==> src/rss_pkg.sv <==
// shared constants and types for the rotate/subtract/skip datapath
package rss_pkg;

   // operand and result width, arithmetic wraps at this width
   localparam int RSS_W = 8;
   localparam int RSS_MSB = 7;
   localparam int RSS_NIB = 4;

   // fixed data patterns
   localparam logic [7:0] RSS_ALL_ONES = 8'hFF;
   localparam logic [7:0] RSS_ZERO = 8'h00;
   localparam logic [7:0] RSS_ONE = 8'h01;

   // status flag positions in the flag vector
   localparam int RSS_NFLAG = 6;
   localparam int FLG_OV = 0;
   localparam int FLG_Z = 1;
   localparam int FLG_AC = 2;
   localparam int FLG_C = 3;
   localparam int FLG_SC = 4;
   localparam int FLG_CZ = 5;

   // flag write masks
   localparam logic [5:0] RSS_FLG_NONE = 6'h00;
   localparam logic [5:0] RSS_FLG_CARRY = 6'h08;
   localparam logic [5:0] RSS_FLG_SUB = 6'h3F;

   // reset values of the result registers
   localparam logic [7:0] RSS_DATA_RST = 8'h00;
   localparam logic [5:0] RSS_FLAG_RST = 6'h00;

   // decoded instruction handed over by the decoder
   typedef enum logic [4:0] {
      OP_NONE,
      OP_ROTATE_LEFT_THRU_CY_TO_ACC,
      OP_ROTATE_RIGHT_MEM,
      OP_ROTATE_RIGHT_TO_ACC,
      OP_ROTATE_RIGHT_THRU_CARRY,
      OP_ROTATE_RIGHT_THRU_CY_TO_ACC,
      OP_SUBTRACT_BORROW_TO_ACC,
      OP_SUBTRACT_BORROW_TO_MEM,
      OP_SUBTRACT_TO_ACC,
      OP_MINUS_TO_MEM,
      OP_DEC_SKIP_ZERO,
      OP_DEC_SKIP_ZERO_TO_ACC,
      OP_INC_SKIP_ZERO,
      OP_INC_SKIP_ZERO_TO_ACC,
      OP_SKIP_NONZERO,
      OP_SKIP_BIT_NONZERO,
      OP_SKIP_ZERO,
      OP_SET_BYTE,
      OP_SET_BIT,
      OP_NIBBLE_SWAP_MEM,
      OP_NIBBLE_EXCHANGE_TO_ACC
   } rss_op_t;

   // execution phase: normal or skip dummy cycle
   typedef enum logic {
      ST_EXEC,
      ST_DUMMY
   } rss_state_t;

endpackage : rss_pkg

==> src/rss_alu.sv <==
// execution datapath for rotate, subtract, skip, set and swap instructions
//
// Summary of operation
// - rotate left through carry into accumulator
// - rotate right memory, bit 0 into 7
// - rotate right into accumulator, flags untouched
// - rotate right through carry, carry only
// - subtract with inverted carry as borrow
// - plain subtract, no carry input
// - carry set unless result negative
// - subtracts update all six arithmetic flags
// - decrement memory, skip when zero
// - decrement into accumulator, skip when zero
// - increment memory, skip when zero
// - increment into accumulator, skip when zero
// - taken skip adds one dummy cycle
// - skip when selected memory bit set
// - write byte back, skip if nonzero
// - write byte back, skip if zero
// - set byte writes all ones
// - set bit forces one bit only
// - swap memory nibbles, write back
// - swapped nibbles into accumulator only
`timescale 1ns/1ps

module rss_alu
   import rss_pkg::*;
(
   // clock and reset
   input wire logic i_mclk,
   input wire logic i_rst_n,
   // decoded instruction
   input wire logic i_valid,
   input wire rss_op_t i_op,
   input wire logic i_use_imm,
   input wire logic [2:0] i_bit_sel,
   // operands
   input wire logic [7:0] i_acc,
   input wire logic [7:0] i_mem,
   input wire logic [7:0] i_imm,
   // current flags
   input wire logic i_carry,
   input wire logic i_zero,
   // accumulator write
   output logic o_acc_we,
   output logic [7:0] o_acc,
   // data memory write
   output logic o_mem_we,
   output logic [7:0] o_mem,
   // flag updates
   output logic [5:0] o_flag_we,
   output logic [5:0] o_flags,
   // skip request and dummy cycle to fetch logic
   output logic o_skip,
   output logic o_dummy
);

   // subtract a - b - borrow, returns {ov, ac, c, result}
   function automatic logic [10:0] rss_sub(input logic [7:0] a, input logic [7:0] b,
                                           input logic bin);
      logic [8:0] full;
      logic [4:0] low;
      logic [7:0] r;
      logic ov;
      full = {1'b0, a} - {1'b0, b} - {8'h00, bin};
      // nibble borrow takes the same borrow-in as the whole byte
      low = {1'b0, a[3:0]} - {1'b0, b[3:0]} - {4'h0, bin};
      r = full[7:0];
      ov = (a[RSS_MSB] ^ b[RSS_MSB]) & (a[RSS_MSB] ^ r[RSS_MSB]);
      // a borrow out means negative, so carry reads as not-borrow
      rss_sub = {ov, ~low[RSS_NIB], ~full[RSS_W], r};
   endfunction : rss_sub

   // rotate right one place with a chosen bit entering at the top
   function automatic logic [7:0] rss_ror(input logic [7:0] v, input logic top);
      rss_ror = {top, v[7:1]};
   endfunction : rss_ror

   // exchange the two nibbles of a byte
   function automatic logic [7:0] rss_swap(input logic [7:0] v);
      rss_swap = {v[3:0], v[7:4]};
   endfunction : rss_swap

   // registered state
   // strobes are registered too, so fetch sees them a full cycle
   rss_state_t state_q, state_d;
   logic acc_we_q, acc_we_d;
   logic [7:0] acc_q, acc_d;
   logic mem_we_q, mem_we_d;
   logic [7:0] mem_q, mem_d;
   logic [5:0] flag_we_q, flag_we_d;
   logic [5:0] flags_q, flags_d;
   logic skip_q, skip_d;
   logic dummy_q, dummy_d;

   // combinational helpers
   logic [7:0] sub_b;
   logic [10:0] sub_res;
   logic sub_bin;
   logic is_borrow_op;
   logic [7:0] dec_v;
   logic [7:0] inc_v;
   logic [7:0] bit_mask;
   logic go;

   // subtrahend is memory or immediate; borrow only for the carry forms
   always_comb begin
      sub_b = i_use_imm ? i_imm : i_mem;
      is_borrow_op = (i_op == OP_SUBTRACT_BORROW_TO_ACC) ||
                     (i_op == OP_SUBTRACT_BORROW_TO_MEM);
      sub_bin = is_borrow_op ? ~i_carry : 1'b0;
      sub_res = rss_sub(i_acc, sub_b, sub_bin);
      // eight bit wrap falls out of the width
      dec_v = i_mem - RSS_ONE;
      inc_v = i_mem + RSS_ONE;
      // one-hot mask shared by bit test and bit set
      bit_mask = RSS_ONE << i_bit_sel;
      // an instruction arriving in the dummy cycle is the skipped one
      go = i_valid && (state_q == ST_EXEC);
   end

   // next values of the results, strobes and phase
   always_comb begin
      state_d = ST_EXEC;
      acc_we_d = 1'b0;
      acc_d = acc_q;
      mem_we_d = 1'b0;
      mem_d = mem_q;
      flag_we_d = RSS_FLG_NONE;
      flags_d = flags_q;
      skip_d = 1'b0;
      dummy_d = 1'b0;
      if (state_q == ST_DUMMY) begin
         dummy_d = 1'b0;
      end
      if (go) begin
         unique case (i_op)
            OP_NONE: begin
               acc_we_d = 1'b0;
            end
            // carry goes in at bit 0, old bit 7 becomes carry
            OP_ROTATE_LEFT_THRU_CY_TO_ACC: begin
               acc_we_d = 1'b1;
               acc_d = {i_mem[6:0], i_carry};
               flag_we_d = RSS_FLG_CARRY;
               flags_d[FLG_C] = i_mem[RSS_MSB];
            end
            OP_ROTATE_RIGHT_MEM: begin
               mem_we_d = 1'b1;
               mem_d = rss_ror(i_mem, i_mem[0]);
            end
            OP_ROTATE_RIGHT_TO_ACC: begin
               acc_we_d = 1'b1;
               acc_d = rss_ror(i_mem, i_mem[0]);
            end
            // carry goes in at bit 7, old bit 0 becomes carry
            OP_ROTATE_RIGHT_THRU_CARRY: begin
               mem_we_d = 1'b1;
               mem_d = rss_ror(i_mem, i_carry);
               flag_we_d = RSS_FLG_CARRY;
               flags_d[FLG_C] = i_mem[0];
            end
            OP_ROTATE_RIGHT_THRU_CY_TO_ACC: begin
               acc_we_d = 1'b1;
               acc_d = rss_ror(i_mem, i_carry);
               flag_we_d = RSS_FLG_CARRY;
               flags_d[FLG_C] = i_mem[0];
            end
            // the four subtract forms differ only in borrow and target
            // signed compare is overflow xor sign, the true sign of the difference
            OP_SUBTRACT_BORROW_TO_ACC,
            OP_SUBTRACT_TO_ACC: begin
               acc_we_d = 1'b1;
               acc_d = sub_res[7:0];
               flag_we_d = RSS_FLG_SUB;
               flags_d[FLG_OV] = sub_res[10];
               flags_d[FLG_AC] = sub_res[9];
               flags_d[FLG_C] = sub_res[8];
               flags_d[FLG_Z] = (sub_res[7:0] == RSS_ZERO);
               flags_d[FLG_SC] = sub_res[10] ^ sub_res[RSS_MSB];
               // chained zero keeps the earlier zero for the borrow form
               flags_d[FLG_CZ] = (sub_res[7:0] == RSS_ZERO) &&
                                 (!is_borrow_op || i_zero);
            end
            OP_SUBTRACT_BORROW_TO_MEM,
            OP_MINUS_TO_MEM: begin
               mem_we_d = 1'b1;
               mem_d = sub_res[7:0];
               flag_we_d = RSS_FLG_SUB;
               flags_d[FLG_OV] = sub_res[10];
               flags_d[FLG_AC] = sub_res[9];
               flags_d[FLG_C] = sub_res[8];
               flags_d[FLG_Z] = (sub_res[7:0] == RSS_ZERO);
               flags_d[FLG_SC] = sub_res[10] ^ sub_res[RSS_MSB];
               flags_d[FLG_CZ] = (sub_res[7:0] == RSS_ZERO) &&
                                 (!is_borrow_op || i_zero);
            end
            // counting skips change no flag
            OP_DEC_SKIP_ZERO: begin
               mem_we_d = 1'b1;
               mem_d = dec_v;
               skip_d = (dec_v == RSS_ZERO);
            end
            OP_DEC_SKIP_ZERO_TO_ACC: begin
               acc_we_d = 1'b1;
               acc_d = dec_v;
               skip_d = (dec_v == RSS_ZERO);
            end
            OP_INC_SKIP_ZERO: begin
               mem_we_d = 1'b1;
               mem_d = inc_v;
               skip_d = (inc_v == RSS_ZERO);
            end
            OP_INC_SKIP_ZERO_TO_ACC: begin
               acc_we_d = 1'b1;
               acc_d = inc_v;
               skip_d = (inc_v == RSS_ZERO);
            end
            // byte tests write the operand back unchanged; the bit test writes nothing back
            OP_SKIP_NONZERO: begin
               mem_we_d = 1'b1;
               mem_d = i_mem;
               skip_d = (i_mem != RSS_ZERO);
            end
            OP_SKIP_BIT_NONZERO: begin
               skip_d = |(i_mem & bit_mask);
            end
            OP_SKIP_ZERO: begin
               mem_we_d = 1'b1;
               mem_d = i_mem;
               skip_d = (i_mem == RSS_ZERO);
            end
            OP_SET_BYTE: begin
               mem_we_d = 1'b1;
               mem_d = RSS_ALL_ONES;
            end
            OP_SET_BIT: begin
               mem_we_d = 1'b1;
               mem_d = i_mem | bit_mask;
            end
            OP_NIBBLE_SWAP_MEM: begin
               mem_we_d = 1'b1;
               mem_d = rss_swap(i_mem);
            end
            OP_NIBBLE_EXCHANGE_TO_ACC: begin
               acc_we_d = 1'b1;
               acc_d = rss_swap(i_mem);
            end
            // codes past the last op are illegal on the 5-bit bus; act as no-op
            default: begin
               acc_we_d = 1'b0;
            end
         endcase
         // a taken skip holds the next slot as a dummy cycle
         if (skip_d) begin
            state_d = ST_DUMMY;
         end
      end
      // dummy flag marks the extra cycle of a taken skip
      if (state_d == ST_DUMMY) begin
         dummy_d = 1'b1;
      end
   end

   // registers only; every output comes straight from one of these
   always_ff @(posedge i_mclk or negedge i_rst_n) begin
      if (!i_rst_n) begin
         state_q <= ST_EXEC;
         acc_we_q <= 1'b0;
         acc_q <= RSS_DATA_RST;
         mem_we_q <= 1'b0;
         mem_q <= RSS_DATA_RST;
         flag_we_q <= RSS_FLG_NONE;
         flags_q <= RSS_FLAG_RST;
         skip_q <= 1'b0;
         dummy_q <= 1'b0;
      end else begin
         state_q <= state_d;
         acc_we_q <= acc_we_d;
         acc_q <= acc_d;
         mem_we_q <= mem_we_d;
         mem_q <= mem_d;
         flag_we_q <= flag_we_d;
         flags_q <= flags_d;
         skip_q <= skip_d;
         dummy_q <= dummy_d;
      end
   end

   // output drive
   // strobes drop on their own, data outputs hold the last write
   assign o_acc_we = acc_we_q;
   assign o_acc = acc_q;
   assign o_mem_we = mem_we_q;
   assign o_mem = mem_q;
   assign o_flag_we = flag_we_q;
   assign o_flags = flags_q;
   assign o_skip = skip_q;
   assign o_dummy = dummy_q;

endmodule : rss_alu

==> config.mk <==
export PLATFORM = sky130hd
export DESIGN_NAME = rss_alu
export DESIGN_NICKNAME = d
export VERILOG_FILES = /design/src/rss_pkg.sv /design/src/rss_alu.sv
export SDC_FILE = /design/constraint.sdc
export NUM_CORES = 1
export LEC_CHECK = 0
export ABC_AREA = 1
export ABC_CLOCK_PERIOD_IN_PS = 1900
export BUFFER_PORTS_ARGS = -buffer_cell sky130_fd_sc_hd__buf_2
export CAP_MARGIN = 20
export CORE_MARGIN = 4
export CORE_UTILIZATION = 39
export CTS_BUF_LIST = sky130_fd_sc_hd__clkbuf_4 sky130_fd_sc_hd__clkbuf_8 sky130_fd_sc_hd__clkbuf_16
export DETAILED_ROUTE_END_ITERATION = 16
export PLACE_DENSITY_LB_ADDON = 0.05
export SLEW_MARGIN = 20
export SYNTH_ARGS = -nofsm -noshare
export SYNTH_HDL_FRONTEND = slang
export SYNTH_SLANG_ARGS = --single-unit
==> constraint.sdc <==
create_clock -name i_mclk -period 1.9 [get_ports i_mclk]
set_input_delay 0.19 -clock i_mclk [delete_from_list [all_inputs] [get_ports i_mclk]]
set_output_delay 0.19 -clock i_mclk [all_outputs]
set_load 0.02 [all_outputs]
==> metrics.md <==
| Metric | Value |
|---|---|
| Die X-Extent | `102 um` |
| Drt drc | `0` |
| DR vias | `4406` |
| Worst Slack Setup Final | `-0.0763 ns` |
| Max VDD drop | `0.290 mV` |
| Clk_lat worst skew | `0.27 ns` |
| Clock Path Buffers | `2` |
| Post-Syn Area | `3470 um2` |
| # IOs | `70` |
| CP Max Fanout | `3` |
| GRT Total Usage | `26.9%` |
| Cell Pwr Density | `556 nW/um2` |
| Final worst-path cycle share | `104%` |
| Max Cap Violations | `0` |
| Layer with the highest usage | `met2` |
| Clock-pin slew on the worst setup and hold paths | `0.09 ns` |
| Vias in the first global route | `4241` |
| Rel. slew slack | `59.4%` |
| CTS root buf | `clkbuf_8` |
| WL per Instance | `16.2 um` |
| Seq pwr share | `28.6%` |
| CP Class | `in2reg` |
| H-tree depth | `1` |
| Design Power | `0.00267 W` |
| Sw frac | `45.4%` |
| FF+latch count, synth | `27` |
| Leak Pwr | `2.61 nW` |
| Final WL | `13700 um` |
| Slowest-stage cell, CP | `fa_2` |
| Final hold viol count | `0` |
| Met1 Use GR | `37.8%` |
| CP Capture Type | `register` |
| First-pass GRT wire length | `21800 um` |
| Worst setup SP type | `primary input` |
| Flop-to-flop setup slack | `0.68 ns` |
| Synth unique cells | `36` |
| Fmax | `506 MHz` |
| Failing checks | `setup timing` |
| Core ar. | `8680 um2` |
| Vias per cell | `5.19` |
| Combinational power share | `59.2%` |
| I/O Buffers | `69` |
| Critical Path, Cell by Cell | `buf_8 > nor2_4 > nand2_2 > nor3_4 > fa_2 > ha_4 > o21ai_2 > nand2_2 > nand2_2 > nand3b_1 > nand2_2 > inv_2 > nand2_2 > nand3_2 > nand2_2 > nand2_1` |
| Post-synth top area cell | `nand2_1` |
| Clock share of power | `12.1%` |
| Synth top area cells | `nand2_1 (22%), dfrtp_1 (19%), nor2_1 (10%), nand3_1 (7.9%), inv_1 (6.6%)` |
| Largest net degree at the start of global routing | `28` |
| Post-synthesis sequential area ratio | `19.5%` |
| CTS buffer count | `3` |
| Arr. time, crit path | `2.14 ns` |
| Post-synthesis cell count | `620` |
| Slew Viols, Final | `0` |
| Die Area | `10500 um2` |
| Outcome | `finished, violations left` |
| Antenna-violating nets left | `0` |
| Gpl congestion | `1.02` |
| Min Tclk post-route | `1.98 ns` |
| Die Ht | `102 um` |
| Layout area overhead | `38.3%` |
| Int Power | `0.00146 W` |
| Final setup violating endpoints | `8` |
| Initial cell density of the core | `40.0%` |
| Layout cells sized above 1 | `32.0%` |
| Antenna Cells | `0` |
| Final net count | `800` |
| CP top delay family | `simple AND/OR/NAND/NOR gates` |
| Fin Clk Skew | `0.00763 ns` |
| Least-Margin Pin Slew | `0.605 ns` |
| Syn. warnings | `0` |
| RSZ-0062 raised after global routing | `yes` |
| Critical Path Max Stage Delay | `0.49 ns` |
| Num rows | `34` |
| Mean Syn Cell Area | `5.60 um2` |
| Detailed Routing Iterations Pass 1 | `5` |
| Sink Count | `27` |
| Initial antenna violation count | `0` |
| CTS tree | `yes` |
| Post-Syn Nets | `678` |
| DP Wirelength | `11400 um` |
| Met3 usage | `1.98%` |
| Total gr overflow | `0` |
| Most common cell on crit path | `nand2_2` |
| Post-synth top area share | `22.5%` |
| Worst min-delay path class | `in2reg` |
| GRT met2 Usage | `43.7%` |
| WP buf/inv | `2` |
| Setup TNS | `-0.308 ns` |
| DR iter-0 viols | `332` |
| Switching power | `0.00121 W` |
| Worst Path Required | `2.07 ns` |
==> layout by cell type (no fill, tap or decap), types with 3 or more instances in the layout <==
cell type and count:
inv_2 21, xor2_1 5, buf_4 60, buf_6 5
o21ai_0 30, nor3_1 7, and2_1 3, nand4_1 14
nand2_2 22, nand2_4 5, a21oi_2 4, buf_2 65
clkbuf_8 3, nor2_1 91, inv_1 52, o21ai_1 8
dfrtp_1 27, o21ai_2 8, nand3b_1 3, nand2_1 187
nand3_1 44, ha_1 12, a21oi_1 11, nand3_2 12
ha_4 6, nor2_2 7
==> final cells by class <==
type | instances | area (um2)
Fill cell | 905 | 3880
Multi-Input combinational cell | 499 | 2770
Timing Repair Buffer | 133 | 872
Sequential cell | 27 | 676
Inverter | 78 | 304
Tap cell | 108 | 135
Clock buffer | 3 | 41.3
Clock inverter | 1 | 7.51
==> what timing repair did <==
| action | 4_1_cts | 5_1_grt |
|---|---|---|
| pin swaps | 12 | 24 |
| endpoints found under the setup margin | 18 | 22 |
| hold endpoints to repair | 27 | 0 |
| hold buffers | 1 | 0 |
| setup buffers | 2 | 1 |
| gates resized for setup | 32 | 57 |
==> tightest hold or removal path, cell delays in order <==
cell     delay [ns]
buf_2          0.10
nor2_1         0.04
o21ai_1        0.11
==> cell families (layout without fill, tap and decap cells) <==
family,count (synthesis),count (layout),share of synthesized area (%)
xor+xnor,8,8,2.02
compound gates,67,67,10.3
flops,27,27,19.5
simple gates,404,404,49.6
buf+inv,94,215,11.0
fa+ha+maj,20,20,7.64
==> cell usage after synthesis, drive strengths merged <==
cell type    n
a21oi       15
a22oi        1
and2         3
buf          8
clkbuf       8
clkinv       3
dfrtp       27
fa           2
ha          18
inv         75
nand2      214
nand2b       1
nand3       58
nand3b       3
nand4       14
nor2       100
nor3        10
o211ai       1
o21a         1
o21ai       47
o21bai       1
o22ai        1
or2          1
xnor2        1
xor2         7
==> metrics by stage <==
step                hold WS [ns]  util [%]  worst slack, ns  area [um2]  instances
floorplan                 -0.106         -           -0.111        3570        620
global placement           0.213      50.4           -0.388        4380        841
detailed placement         0.222      50.4           -0.455        4380        841
CTS                        0.198      52.7           -0.109        4570        848
global route               0.235      55.3           -0.199        4800        849
finish                     0.199      55.3          -0.0763        4800        849
==> routing by layer <==
layer  routed length [um]  share of wire [%]  vias up
li1                     -                  -     2213
met1                 6480                 47     1972
met2                 6040                 44      193
met3                  817                5.9       28
met4                  400                2.9        0
met5                    0                  0        -
==> final timing paths <==
| check | end | start | cells after the start |
|---|---|---|---|
| worst max-delay path | o_acc[7]$_DFFE_PN0P_ | i_op[3] | 16 |
| worst min register to register | o_acc[5]$_DFFE_PN0P_ | o_acc[5]$_DFFE_PN0P_ | 2 |
| worst min-delay path | o_flags[4]$_DFFE_PN0P_ | i_acc[7] | 3 |
| worst max register to register | o_acc[1]$_DFFE_PN0P_ | o_dummy$_DFF_PN0_ | 6 |
| min in group asynchronous | o_flags[2]$_DFFE_PN0P_ | i_rst_n | 2 |
| max in group asynchronous | o_mem[7]$_DFFE_PN0P_ | i_rst_n | 2 |
==> power groups by stage <==
stage | logic (W) | clock network, W | registers (W)
2_1_floorplan | 0.000655 | 0 | 0.000935
3_3_place_gp | 0.00133 | 0 | 0.000775
3_5_place_dp | 0.00134 | 0 | 0.000776
4_1_cts | 0.00144 | 0.000337 | 0.000766
5_1_grt | 0.00175 | 0.000352 | 0.000778
6_report | 0.00158 | 0.000324 | 0.000765
==> state kept, by name, indices dropped and copies added (netlist names) <==
name and count:
o_acc_we 1, o_mem_we 1, o_acc 8, o_flag_we 2, o_dummy 1, o_flags 6
o_mem 8
(Power assumes the default switching activity.)
